**src/hem_defines.svh**
```systemverilog
/*
  constants for the host/ec mailbox: ahb offsets, host indexes, fields,
  reset values. assumes inclusion by the mailbox top module and the testbench.
*/
//
// Summary of operation
// - all logic on one 48 mhz clock
// - system reset restores register defaults, not scratch memory contents
// - main rail reset clears index and data
// - serirq event when ec write flag enabled
// - smi when software source and enable set
// - smi also ors enabled ec write event
// - smi event drives host alert pin
// - host mailbox write interrupts ec if unmasked
// - ec writing ff clears host mailbox
// - host writing ff clears ec mailbox
`ifndef HEM_DEFINES_SVH
`define HEM_DEFINES_SVH

// ahb byte offsets
`define HEM_OFF_PORT_INDEX 12'h000
`define HEM_OFF_PORT_DATA 12'h004
`define HEM_OFF_H2E 12'h100
`define HEM_OFF_E2H 12'h104
`define HEM_OFF_SMI_SRC 12'h108
`define HEM_OFF_SMI_MASK 12'h10c
`define HEM_OFF_SCRATCH 12'h110
`define HEM_OFF_SCRATCH_END 12'h12c
`define HEM_OFF_IRQ_STAT 12'h130
`define HEM_OFF_IRQ_MASK 12'h134

// host indexes
`define HEM_IDX_H2E 8'h00
`define HEM_IDX_E2H 8'h01
`define HEM_IDX_SMI_SRC 8'h02
`define HEM_IDX_SMI_MASK 8'h03
`define HEM_IDX_SCRATCH 8'h10
`define HEM_IDX_SCRATCH_END 8'h2f

// fields of smi source / mask: bit 0 = ec write, bits 7:1 software
`define HEM_BIT_EC_TO_HOST_WRITTEN 0
`define HEM_CLEAR_CODE 8'hff
`define HEM_RESET_BYTE 8'h00
`define HEM_SCRATCH_WORDS 8
`define HEM_CLK_MHZ 48

`endif

```
**src/hem_pkg.sv**
```systemverilog
/*
  types for the host/ec mailbox. assumes hem_defines.svh alongside.
*/
package hem_pkg;
  typedef struct packed {
    logic [7:0] port_index;
    logic [7:0] port_data;
    logic [7:0] h2e;
    logic [7:0] e2h;
    logic [7:0] smi_src;
    logic [7:0] smi_mask;
    logic irq_stat;
    logic irq_mask;
  } hem_regs_t;

  typedef struct packed {
    logic pend;
    logic wr;
    logic [11:0] addr;
  } hem_ahb_t;

  typedef struct packed {
    logic sel;
    logic wr;
    logic rd;
    logic [7:0] addr;
    logic [7:0] wdata;
  } hem_hreq_t;

  typedef struct packed {
    hem_regs_t r;
    hem_ahb_t a;
    logic [31:0] rdata;
    logic alert_n;
    logic serirq;
    logic irq;
    logic [1:0] vcc_sync;
    logic vcc_prev;
  } hem_state_t;
endpackage

```
**src/hem_scratch_mem.sv**
```systemverilog
/*
  32-byte scratch memory, eight words with byte enables, registered read.
  assumes one clock and synchronous access from the mailbox top.
*/
`timescale 1ns/1ps
module hem_scratch_mem (
  input wire logic i_clk,
  input wire logic i_ce,
  input wire logic i_we,
  input wire logic [3:0] i_be,
  input wire logic [2:0] i_addr,
  input wire logic [31:0] i_wdata,
  output logic [31:0] o_rdata
);
  logic [31:0] mem [0:7];

  // no reset: contents are scratch, read port registered
  always_ff @(posedge i_clk) begin
    if (i_ce) begin
      if (i_we) begin
        for (int b = 0; b < 4; b++) begin
          if (i_be[b]) begin
            mem[i_addr][8*b +: 8] <= i_wdata[8*b +: 8];
          end
        end
      end
      o_rdata <= mem[i_addr];
    end
  end
endmodule // hem_scratch_mem

```
**src/hem_mailbox.sv**
```systemverilog
/*
  host/ec mailbox: ahb-lite slave for the ec, byte host port, smi alert,
  serirq event and ec interrupt. assumes host strobes are synchronous.
*/
`timescale 1ns/1ps
`include "hem_defines.svh"
module hem_mailbox
  import hem_pkg::*;
(
  input wire logic I_CLK,
  input wire logic I_RESETN,
  input wire logic I_CE,
  input wire logic I_VCC_RESETN,
  input wire logic I_HSEL,
  input wire logic [31:0] I_HADDR,
  input wire logic [1:0] I_HTRANS,
  input wire logic I_HWRITE,
  input wire logic [2:0] I_HSIZE,
  input wire logic [31:0] I_HWDATA,
  input wire logic I_HREADY,
  output logic O_HREADYOUT,
  output logic O_HRESP,
  output logic [31:0] O_HRDATA,
  input wire logic I_HOST_WR,
  input wire logic I_HOST_RD,
  input wire logic I_HOST_ADDR,
  input wire logic [7:0] I_HOST_WDATA,
  output logic [7:0] O_HOST_RDATA,
  output logic O_SERIRQ_EVT,
  output logic O_SMI_EVT,
  output logic O_HOST_ALERT_N,
  output logic O_HOST_ALERT_OE,
  output logic O_IRQ
);
  hem_state_t s;
  hem_state_t next_s;
  logic [7:0] host_rbyte;
  logic host_rd_q;
  logic [31:0] mem_rdata;
  logic mem_we;
  logic [2:0] mem_addr;
  logic [3:0] mem_be;
  logic [31:0] mem_wdata;
  logic [7:0] hrd_byte;
  hem_hreq_t hq;

  hem_scratch_mem u_mem (
    .i_clk(I_CLK),
    .i_ce(I_CE),
    .i_we(mem_we),
    .i_be(mem_be),
    .i_addr(mem_addr),
    .i_wdata(mem_wdata),
    .o_rdata(mem_rdata)
  );

  ////////////////////////////////////////////////////////////////////////
  // host request decode
  always_comb begin
    hq.wr = I_HOST_WR;
    hq.rd = I_HOST_RD;
    hq.sel = I_HOST_ADDR;
    hq.wdata = I_HOST_WDATA;
    hq.addr = s.r.port_index;
  end

  ////////////////////////////////////////////////////////////////////////
  // next state
  always_comb begin
    logic ahb_addr_ok;
    logic ahb_dwr;
    logic host_data_wr;
    logic host_data_rd;
    logic [7:0] wb;
    logic smi;
    logic h2e_set;
    ahb_addr_ok = 1'b0;
    ahb_dwr = 1'b0;
    host_data_wr = 1'b0;
    host_data_rd = 1'b0;
    wb = I_HWDATA[7:0];
    smi = 1'b0;
    h2e_set = 1'b0;
    next_s = s;
    mem_we = 1'b0;
    mem_be = 4'h0;
    mem_addr = 3'h0;
    mem_wdata = 32'h0000_0000;
    hrd_byte = 8'h00;

    // ahb data phase of a write
    ahb_dwr = s.a.pend && s.a.wr;
    if (ahb_dwr) begin
      case (s.a.addr)
        `HEM_OFF_PORT_INDEX: next_s.r.port_index = wb;
        `HEM_OFF_PORT_DATA: next_s.r.port_data = wb;
        `HEM_OFF_H2E: begin
          // ec ff write acknowledges host command
          if (wb == `HEM_CLEAR_CODE) begin
            next_s.r.h2e = `HEM_RESET_BYTE;
          end else begin
            next_s.r.h2e = wb;
          end
        end
        `HEM_OFF_E2H: next_s.r.e2h = wb;
        `HEM_OFF_SMI_SRC: next_s.r.smi_src = wb;
        `HEM_OFF_SMI_MASK: next_s.r.smi_mask = wb;
        `HEM_OFF_IRQ_STAT: begin
          if (I_HWDATA[0]) begin
            next_s.r.irq_stat = 1'b0;
          end
        end
        `HEM_OFF_IRQ_MASK: next_s.r.irq_mask = I_HWDATA[0];
        default: begin
        end
      endcase
      if (s.a.addr >= `HEM_OFF_SCRATCH &&
          s.a.addr <= `HEM_OFF_SCRATCH_END) begin
        mem_we = 1'b1;
        mem_be = 4'hf;
        mem_addr = 3'(s.a.addr[4:2] - 3'h4);
        mem_wdata = I_HWDATA;
      end
    end

    // host port: index then data
    host_data_wr = hq.wr && hq.sel;
    host_data_rd = hq.rd && hq.sel;
    if (hq.wr && !hq.sel) begin
      next_s.r.port_index = hq.wdata;
    end
    if (host_data_wr) begin
      next_s.r.port_data = hq.wdata;
      case (hq.addr)
        `HEM_IDX_H2E: begin
          next_s.r.h2e = hq.wdata;
          h2e_set = 1'b1;
        end
        `HEM_IDX_E2H: begin
          if (hq.wdata == `HEM_CLEAR_CODE) begin
            next_s.r.e2h = `HEM_RESET_BYTE;
          end else begin
            next_s.r.e2h = hq.wdata;
          end
        end
        `HEM_IDX_SMI_SRC: next_s.r.smi_src = hq.wdata;
        `HEM_IDX_SMI_MASK: next_s.r.smi_mask = hq.wdata;
        default: begin
        end
      endcase
      if (!mem_we && hq.addr >= `HEM_IDX_SCRATCH &&
          hq.addr <= `HEM_IDX_SCRATCH_END) begin
        mem_we = 1'b1;
        // host index 10h is scratch word 0, same word as ec offset 110h
        mem_addr = 3'(hq.addr[4:2] - 3'h4);
        mem_be = 4'h1 << hq.addr[1:0];
        mem_wdata = {4{hq.wdata}};
      end
    end
    if (!mem_we && host_data_rd) begin
      mem_addr = 3'(hq.addr[4:2] - 3'h4);
    end else if (!mem_we && s.a.pend == 1'b0 && I_HSEL && I_HREADY) begin
      mem_addr = 3'(I_HADDR[4:2] - 3'h4);
    end

    // sticky ec interrupt: set beats clear
    if (h2e_set) begin
      next_s.r.irq_stat = 1'b1;
    end
    next_s.irq = next_s.r.irq_stat && next_s.r.irq_mask;

    // ec write flag: set while ec->host mailbox nonzero
    next_s.r.smi_src[`HEM_BIT_EC_TO_HOST_WRITTEN] = (next_s.r.e2h != 8'h00);
    next_s.serirq = next_s.r.smi_src[`HEM_BIT_EC_TO_HOST_WRITTEN] &&
                    next_s.r.smi_mask[`HEM_BIT_EC_TO_HOST_WRITTEN];
    smi = |(next_s.r.smi_src & next_s.r.smi_mask);
    next_s.alert_n = !smi;

    // ahb address phase capture
    if (I_HREADY) begin
      next_s.a.pend = I_HSEL && I_HTRANS[1];
      next_s.a.wr = I_HWRITE;
      next_s.a.addr = I_HADDR[11:0];
    end
    if (s.a.pend && !s.a.wr) begin
      next_s.rdata = 32'h0000_0000;
    end

    // main rail reset: two-flop sync then clear on release
    next_s.vcc_sync = {s.vcc_sync[0], I_VCC_RESETN};
    next_s.vcc_prev = s.vcc_sync[1];
    if (s.vcc_sync[1] && !s.vcc_prev) begin
      next_s.r.port_index = `HEM_RESET_BYTE;
      next_s.r.port_data = `HEM_RESET_BYTE;
    end
  end

  ////////////////////////////////////////////////////////////////////////
  // read muxes
  always_comb begin
    case (s.a.addr)
      `HEM_OFF_PORT_INDEX: O_HRDATA = {24'h0, s.r.port_index};
      `HEM_OFF_PORT_DATA: O_HRDATA = {24'h0, s.r.port_data};
      `HEM_OFF_H2E: O_HRDATA = {24'h0, s.r.h2e};
      `HEM_OFF_E2H: O_HRDATA = {24'h0, s.r.e2h};
      `HEM_OFF_SMI_SRC: O_HRDATA = {24'h0, s.r.smi_src};
      `HEM_OFF_SMI_MASK: O_HRDATA = {24'h0, s.r.smi_mask};
      `HEM_OFF_IRQ_STAT: O_HRDATA = {31'h0, s.r.irq_stat};
      `HEM_OFF_IRQ_MASK: O_HRDATA = {31'h0, s.r.irq_mask};
      default: begin
        if (s.a.addr >= `HEM_OFF_SCRATCH &&
            s.a.addr <= `HEM_OFF_SCRATCH_END) begin
          O_HRDATA = mem_rdata;
        end else begin
          O_HRDATA = 32'h0000_0000;
        end
      end
    endcase
  end

  always_comb begin
    case (s.r.port_index)
      `HEM_IDX_H2E: host_rbyte = s.r.h2e;
      `HEM_IDX_E2H: host_rbyte = s.r.e2h;
      `HEM_IDX_SMI_SRC: host_rbyte = s.r.smi_src;
      `HEM_IDX_SMI_MASK: host_rbyte = s.r.smi_mask;
      default: host_rbyte = mem_rdata[8*s.r.port_index[1:0] +: 8];
    endcase
  end

  ////////////////////////////////////////////////////////////////////////
  // state register
  always_ff @(posedge I_CLK or negedge I_RESETN) begin
    if (!I_RESETN) begin
      s <= '0;
      s.alert_n <= 1'b1;
      host_rd_q <= 1'b0;
      O_HOST_RDATA <= 8'h00;
    end else if (I_CE) begin
      s <= next_s;
      host_rd_q <= I_HOST_RD;
      // scratch byte arrives one cycle after read strobe
      if (host_rd_q) begin
        O_HOST_RDATA <= I_HOST_ADDR ? host_rbyte : s.r.port_index;
      end
    end
  end

  assign O_HREADYOUT = 1'b1;
  assign O_HRESP = 1'b0;
  assign O_SERIRQ_EVT = s.serirq;
  assign O_SMI_EVT = !s.alert_n;
  assign O_HOST_ALERT_N = 1'b0;
  assign O_HOST_ALERT_OE = !s.alert_n; // open drain pull low
  assign O_IRQ = s.irq;

  ////////////////////////////////////////////////////////////////////////
  // checks
  a_alert_follows_smi: assert property (@(posedge I_CLK)
    disable iff (!I_RESETN) I_CE |=> O_SMI_EVT == O_HOST_ALERT_OE)
    else $error("alert enable differs from smi");
  a_serirq_cause: assert property (@(posedge I_CLK)
    disable iff (!I_RESETN) O_SERIRQ_EVT |-> s.r.e2h != 8'h00
      && s.r.smi_mask[0]) else $error("serirq without cause");
  a_smi_cause: assert property (@(posedge I_CLK)
    disable iff (!I_RESETN) O_SMI_EVT |-> |(s.r.smi_src & s.r.smi_mask))
    else $error("smi without enabled source");
  a_smi_or_wr: assert property (@(posedge I_CLK)
    disable iff (!I_RESETN) O_SERIRQ_EVT |-> O_SMI_EVT)
    else $error("ec write event not in smi");
  a_host_irq_set: assert property (@(posedge I_CLK)
    disable iff (!I_RESETN) I_CE && I_HOST_WR && I_HOST_ADDR &&
      s.r.port_index == 8'h00 |=> s.r.irq_stat)
    else $error("host mailbox write lost");
  a_h2e_clear: assert property (@(posedge I_CLK)
    disable iff (!I_RESETN) I_CE && s.a.pend && s.a.wr &&
      s.a.addr == 12'h100 && I_HWDATA[7:0] == 8'hff && !I_HOST_WR
      |=> s.r.h2e == 8'h00) else $error("ff write did not clear");
  a_e2h_clear: assert property (@(posedge I_CLK)
    disable iff (!I_RESETN) I_CE && I_HOST_WR && I_HOST_ADDR &&
      s.r.port_index == 8'h01 && I_HOST_WDATA == 8'hff && !s.a.pend
      |=> s.r.e2h == 8'h00) else $error("host ff did not clear");
  a_vcc_index_clr: assert property (@(posedge I_CLK)
    disable iff (!I_RESETN) I_CE && s.vcc_sync[1] && !s.vcc_prev
      |=> s.r.port_index == 8'h00) else $error("index kept over rail");
  c_smi: cover property (@(posedge I_CLK) disable iff (!I_RESETN)
    $fell(O_HOST_ALERT_N ^ O_HOST_ALERT_OE));
  c_irq: cover property (@(posedge I_CLK) disable iff (!I_RESETN)
    $rose(O_IRQ));
  c_serirq: cover property (@(posedge I_CLK) disable iff (!I_RESETN)
    $rose(O_SERIRQ_EVT));
endmodule // hem_mailbox

```
**config.mk**
```make
export PLATFORM = sky130hd
export DESIGN_NAME = hem_mailbox
export DESIGN_NICKNAME = d
export VERILOG_FILES = /design/src/hem_pkg.sv /design/src/hem_scratch_mem.sv /design/src/hem_mailbox.sv
export VERILOG_INCLUDE_DIRS = /design/src
export SDC_FILE = /design/constraint.sdc
export NUM_CORES = 1
export LEC_CHECK = 0
export BUFFER_PORTS_ARGS = -buffer_cell sky130_fd_sc_hd__buf_2
export CORE_AREA = 8 8 168 209
export DETAILED_ROUTE_END_ITERATION = 6
export DIE_AREA = 0 0 176 217
export PLACE_DENSITY = 0.75
export SYNTH_ARGS = -nofsm -noshare
export SYNTH_HDL_FRONTEND = slang
export SYNTH_SLANG_ARGS = --single-unit
```
**constraint.sdc**
```tcl
create_clock -name I_CLK -period 3.1 [get_ports I_CLK]
set_input_delay 0.31 -clock I_CLK [delete_from_list [all_inputs] [get_ports I_CLK]]
set_output_delay 0.31 -clock I_CLK [all_outputs]
set_load 0.005 [all_outputs]
```
Word-level counts from Yosys, hierarchy flattened

Memory sizes are Yosys's and may differ from the RTL's. A register that Yosys moved wholly into a read port is not among the register bits.
Cells that the tools add are included.

Order comparisons: 4
Shift-type cells: 2
Reduce and logical (&&, ||, !) cells: 33
Muxes and demuxes: 60
Eq/ne operators: 12
Add/subtract/negate cells: 3
Bitwise gates (word level): 2

Operators by type and width:

| operator            | number |
|---|---|
| $pmux 32 s8         | 1 |
| $mux 32             | 5 |
| $mux 8              | 14 |
| $eq 12x9->1 const B | 6 |
| $mux 50             | 1 |
| $mux 40             | 1 |
| $pmux 8 s4          | 1 |
| $shiftx 32x6->8     | 1 |
| $mux 1              | 26 |
| $mux 3              | 6 |
| $eq 8x2->1 const B  | 2 |
| $eq 8x8->1 const B  | 2 |
| $mux 16             | 1 |
| $mux 4              | 4 |
| $logic_and 1x1->1   | 15 |
| $eq 12x3->1 const B | 1 |
| $ge 12x9->1 const B | 1 |
| $le 12x9->1 const B | 1 |
| $logic_not 12->1    | 1 |
| $reduce_bool 3->1   | 4 |
| $sub 3x3->3 const B | 3 |
| $and 8x8->8         | 1 |
| $eq 8x1->1 const B  | 1 |
| $ge 8x5->1 const B  | 1 |
| other kinds (9)     | 16 |

RAM bits: 256
Word-level logic and storage cells: 135
Register bits: 79
Output and inout bits: 47
Memories kept: 1

Memory list:

| memory    | words | bits a word | read ports | clocked after Yosys merged registers in | write ports | line                  | RTL |
|---|---|---|---|---|---|---|---|
| u_mem.mem | 8     | 32          | 1          | 1                                       | 1           | hem_scratch_mem.sv:15 | `logic [31:0] mem [0:7];` |

Longest topological paths before layout

Depth in word-level cells: 15
Depth in mapped cells: 11

By module

A second synthesis with hierarchy kept.

Cell total of the unflattened synthesis: 1151
Area, all modules: 16920.0 um2

Modules (own cells, without submodules):

| module          | times used | area an instance (um2) | cells each | sequential area each (um2) |
|---|---|---|---|---|
| hem_scratch_mem | 1          | 10829.1                | 449        | 8648.3 |
| hem_mailbox     | 1          | 6090.8                 | 702        | 1978.1 |

Worst setup path after synthesis

No wires, ideal clock.

Kind: register to register
From: register s[49] in the netlist's numbering
To: memory u_mem.mem[6][0], enable pin
Setup slack: -0.328 ns
Buffers on the path: 3
Arrival: 3.058 ns
Stages on the path, launching flop included: 10
Required time: 2.730 ns
Clock period less this slack: 3.428 ns
Cells stage by stage: dfrtp_1 or4b_1 clkbuf_1 or3_1 a211oi_2 mux2i_1 buf_2 buf_2 nand2_1 nor2_1

Cells in the longest elaborated chain, start to end: 15
Elaborated cells on any way between the ends: 29

Ends and longest elaborated chain:

| element                                                     | line                                   | RTL |
|---|---|---|
| start, declared                                             | hem_mailbox.sv:35                      | `hem_state_t s;` |
| start signal, assigned                                      | hem_mailbox.sv:240                     | `s <= next_s;` |
| $ge 12x9->1 (no line) / $le 12x9->1 (equally long branches) | -                                      |  |
| $logic_and 1x1->1 (no line) (*)                             | -                                      |  |
| $mux 1                                                      | hem_mailbox.sv:117                     | `` if (s.a.addr >= `HEM_OFF_SCRATCH && `` |
| $mux 1                                                      | hem_mailbox.sv:93                      | `if (ahb_dwr) begin` |
| $logic_not 1->1                                             | hem_mailbox.sv:151                     | `` if (!mem_we && hq.addr >= `HEM_IDX_SCRATCH && `` |
| $logic_and 1x1->1 (no line) (2 in a row)                    | -                                      |  |
| $mux 1                                                      | hem_mailbox.sv:151                     |  |
| $mux 1                                                      | hem_mailbox.sv:132                     | `if (host_data_wr) begin` |
| $logic_not 1->1                                             | hem_mailbox.sv:160, hem_mailbox.sv:162 |  |
| $logic_and 1x1->1 (3 in a row)                              | hem_mailbox.sv:162                     | `end else if (!mem_we && s.a.pend == 1'b0 && I_HSEL && I_HREADY) begin` |
| $mux 3                                                      | hem_mailbox.sv:162                     |  |
| $mux 3                                                      | hem_mailbox.sv:160                     | `if (!mem_we && host_data_rd) begin` |
| end, declared                                               | hem_scratch_mem.sv:15                  |  |

Mark *: on every way between the ends. The rest lies on a longest branch, timed or not.

Worst setup path in the final report

From: register s[48] in the netlist's numbering
To: register u_mem.o_rdata[8] (read register of u_mem.mem), data pin

Cells in the longest elaborated chain, start to end: 15
Elaborated cells on any way between the ends: 21

Ends and longest elaborated chain:

| element                                                     | line                                   | RTL |
|---|---|---|
| $ge 12x9->1 (no line) / $le 12x9->1 (equally long branches) | -                                      |  |
| $logic_and 1x1->1 (no line) (*)                             | -                                      |  |
| $mux 1                                                      | hem_mailbox.sv:117                     |  |
| $mux 1                                                      | hem_mailbox.sv:93                      |  |
| $logic_not 1->1                                             | hem_mailbox.sv:151                     |  |
| $logic_and 1x1->1 (no line) (2 in a row)                    | -                                      |  |
| $mux 1                                                      | hem_mailbox.sv:151                     |  |
| $mux 1                                                      | hem_mailbox.sv:132                     |  |
| $logic_not 1->1                                             | hem_mailbox.sv:160, hem_mailbox.sv:162 |  |
| $logic_and 1x1->1 (3 in a row)                              | hem_mailbox.sv:162                     |  |
| $mux 3                                                      | hem_mailbox.sv:162                     |  |
| $mux 3 (*)                                                  | hem_mailbox.sv:160                     |  |
| end, declared                                               | hem_scratch_mem.sv:13                  | `output logic [31:0] o_rdata` |

Marks and branches as above.
A chain may end at the register's enable or synchronous reset.

==> run metrics <==
ANT nets after route 0; Startpoint Class flop; Die Area 38,200 µm²; setup violators final 260; routed wire length 54,400 µm; Worst EP arrival 3.64 ns; initial core utilization 53.3%; WHS -0.0655 ns; nets 1,616; Rows 73; area of the multi-input gates 7040 µm²; PwrDens 612 nW/µm²; Remaining DRCs 1; Crit. End Element flop; net switching power 3.86 mW; Slew Limit Fails 0; first-pass GRT wire length 75,100 µm; share of the synthesized area in the top cell type 51.2%; P&R area growth vs syn 31.1%; crit path cell chain or4b_4 > or3_4 > a211oi_4 > buf_6 > mux2i_4 > buf_12 > buf_12 > buf_12 > mux2_2 > o22ai_2 > nor2_1; CORE AREA 31,700 µm²; largest net degree at the start of global routing 80; Die X 176 µm; vias 12,619; average routed wire per standard cell 27.6 µm; All-Layer GR Usage 25.7%; number of flops mapped to enable cells by yosys 288; Num CTS Buffers 38; fraction of registers with async set/reset 21.5%; crit path time final 3.35 ns; count leader, synth edfxtp_1; clk sinks 367; Vias/cell 6.40; Synth Area per Inst 13.0 µm²; Leak 8.86 nW; CP required 3.39 ns; synthesized area 16,900 µm²; vias in the first global route 12,395; top_reg_cell synth edfxtp_1; top cells by area in the synthesized netlist edfxtp_1, dfrtp_1, mux2_2; Switching Share 28.5%; First-pass DRT Iterations 7; setup slack after layout -0.248 ns; Syn Inst Count 1,295; Max Cap Violations 0; Max IR drop VDD 0.609 mV; Clock Tree Buf Depth 3; status complete, but fails checks; failing checks design-rule violations, negative hold slack, negative setup slack; Synth area leader edfxtp_1; Worst-Skew Late Latency 0.56 ns; GP Congestion 0.982; initial antenna violation count 1; worst slew pin tran 1.09 ns; HPWL Detailed 33,200 µm; flops & latches, synth 367; register area 10,600 µm²; FF-to-FF setup slack -0.25 ns; GR Overflow Total 0; clock power share 33.3%; Util after Layout 69.9%; critical path class reg2reg; Fmax 0.299 GHz; post-synthesis cell type count 58; Die Span Y 217 µm; final worst-path cycle share 108%; drt initial violations 1,622; fill cell count 1,959; Root Buffer clkbuf_16; hold crit path type in2async; # H-tree levels 2; Crit-path slowest cell or4b_4; Yosys warning count 0; clock-pin slew reported for the worst setup and hold paths after clock tree synthesis 0.06 ns; relative slew slack 27.5%; Int Power 9.68 mW; Final TNS setup -25.60 ns; Worst path max stage delay 0.55 ns; Max FO, Critical Path 10; fraction of layout instances using a drive strength above 1 42.1%; Gate power share 21.9%; Final Hold Viols 39; I/O pins 134; PortBufs 106; sequential group share of total power 44.8%; post-synthesis sequential area ratio 62.9%; Tot Pwr 13.5 mW; RSZ-0062 raised after global routing yes; Post-synth top cells edfxtp_1, nand2_1, nor2_1, mux2_2; CTS tree done; Final Skew 0.0202 ns; CP most frequent cell buf_12
## layout by cell type (no fill, tap or decap), types with 18 or more instances in the layout
master,netlist,final
a21oi_1,53,52
and2_1,28,28
buf_12,0,37
buf_2,12,104
buf_4,4,103
buf_6,0,19
clkbuf_16,0,44
dfrtp_1,78,78
edfxtp_1,288,288
mux2_2,114,70
mux2_4,0,78
mux2i_1,43,41
nand2_1,140,107
nand2_2,0,30
nor2_1,120,88
nor2_4,0,27
o21ai_0,21,21
o22ai_1,78,19
o22ai_2,0,57
o31ai_1,18,18
## path summary, 6_finish.rpt
kind | endpoint | startpoint | cells after the start
min reg2reg | O_HOST_RDATA[4] | O_HOST_RDATA[4] | 2
min | s[48] | I_RESETN | 1
min in group I_CLK | s[47] | I_HADDR[9] | 2
max reg2reg | u_mem.o_rdata[8] | s[48] | 11
max | u_mem.o_rdata[8] | s[48] | 11
max in group asynchronous | O_HOST_RDATA[0] | I_RESETN | 1
## power groups by stage
stage | registers, mW | clock network, mW | logic, mW
after floorplan | 5.97 | 0 | 1.52
after global placement | 6.11 | 0 | 2.23
after detailed placement | 6.13 | 0 | 2.29
after CTS | 6.03 | 4.50 | 2.65
after global routing | 6.08 | 4.75 | 3.12
final | 6.06 | 4.51 | 2.97
## registers in the layout, indices dropped and copies added, names as in the netlist
signal         cells
host_rd_q          1
O_SERIRQ_EVT       1
next_s             2
u_mem.mem        256
s                 58
O_HOST_RDATA       8
hq                 8
u_mem.o_rdata     32
O_IRQ              1
## stage by stage
stage,hold WS [ns],worst slack (ns),cell area [µm²],instances
after floorplan,0.0144,-0.0651,17000,1296
after global placement,0.460,-0.291,19000,1856
after detailed placement,0.467,-0.348,19000,1856
after CTS,0.000543,-0.174,21200,1954
after global routing,0.00460,-0.299,22100,1971
final,-0.0655,-0.248,22100,1972
## repair_timing
item | CTS | global route
pin swaps | 22 | 51
buffers inserted | 15 | 18
resized for setup | 130 | 195
cloned | 7 | 5
endpoints found under the hold margin | 6 | 0
endpoints found under the setup margin | 528 | 514
hold buffers | 6 | 0
## cell families after synthesis
kind of cell	Yosys count	synth area share [%]
and+or+nand+nor	371	10.0
buffers and inverters	103	2.47
DFF	367	62.9
xor gates and xnor gates	1	0.0519
muxes	224	15.7
AOI/OAI and AO/OA	227	8.85
other	2	0.0445
## metal layers
layer	GRT usage (%)	part of all wire (%)
met1	31.7	35
met2	42.7	49
met3	4.97	9.3
met4	13.3	6.3
met5	0	0
## critical path: cells and delay by family (launching register included)
kind	cells	cell delay, ns
and+or+nand+nor	3	1.05
muxes	2	0.59
AOI/OAI and AO/OA	2	0.44
DFF	1	0.38
buffers and inverters	4	0.62
## layout make-up
| class | count | area share (%) |
|---|---|---|
| Multi-Input combinational cell | 826 | 31.8 |
| Clock buffer | 54 | 4.84 |
| Clock inverter | 16 | 0.672 |
| Inverter | 8 | 0.136 |
| Tap cell | 412 | 2.33 |
| Timing Repair Buffer | 288 | 12.2 |
| Sequential cell | 367 | 48.0 |
| Antenna cell | 1 | 0.0113 |
Note: power is estimated with default switching activity, not from simulation.
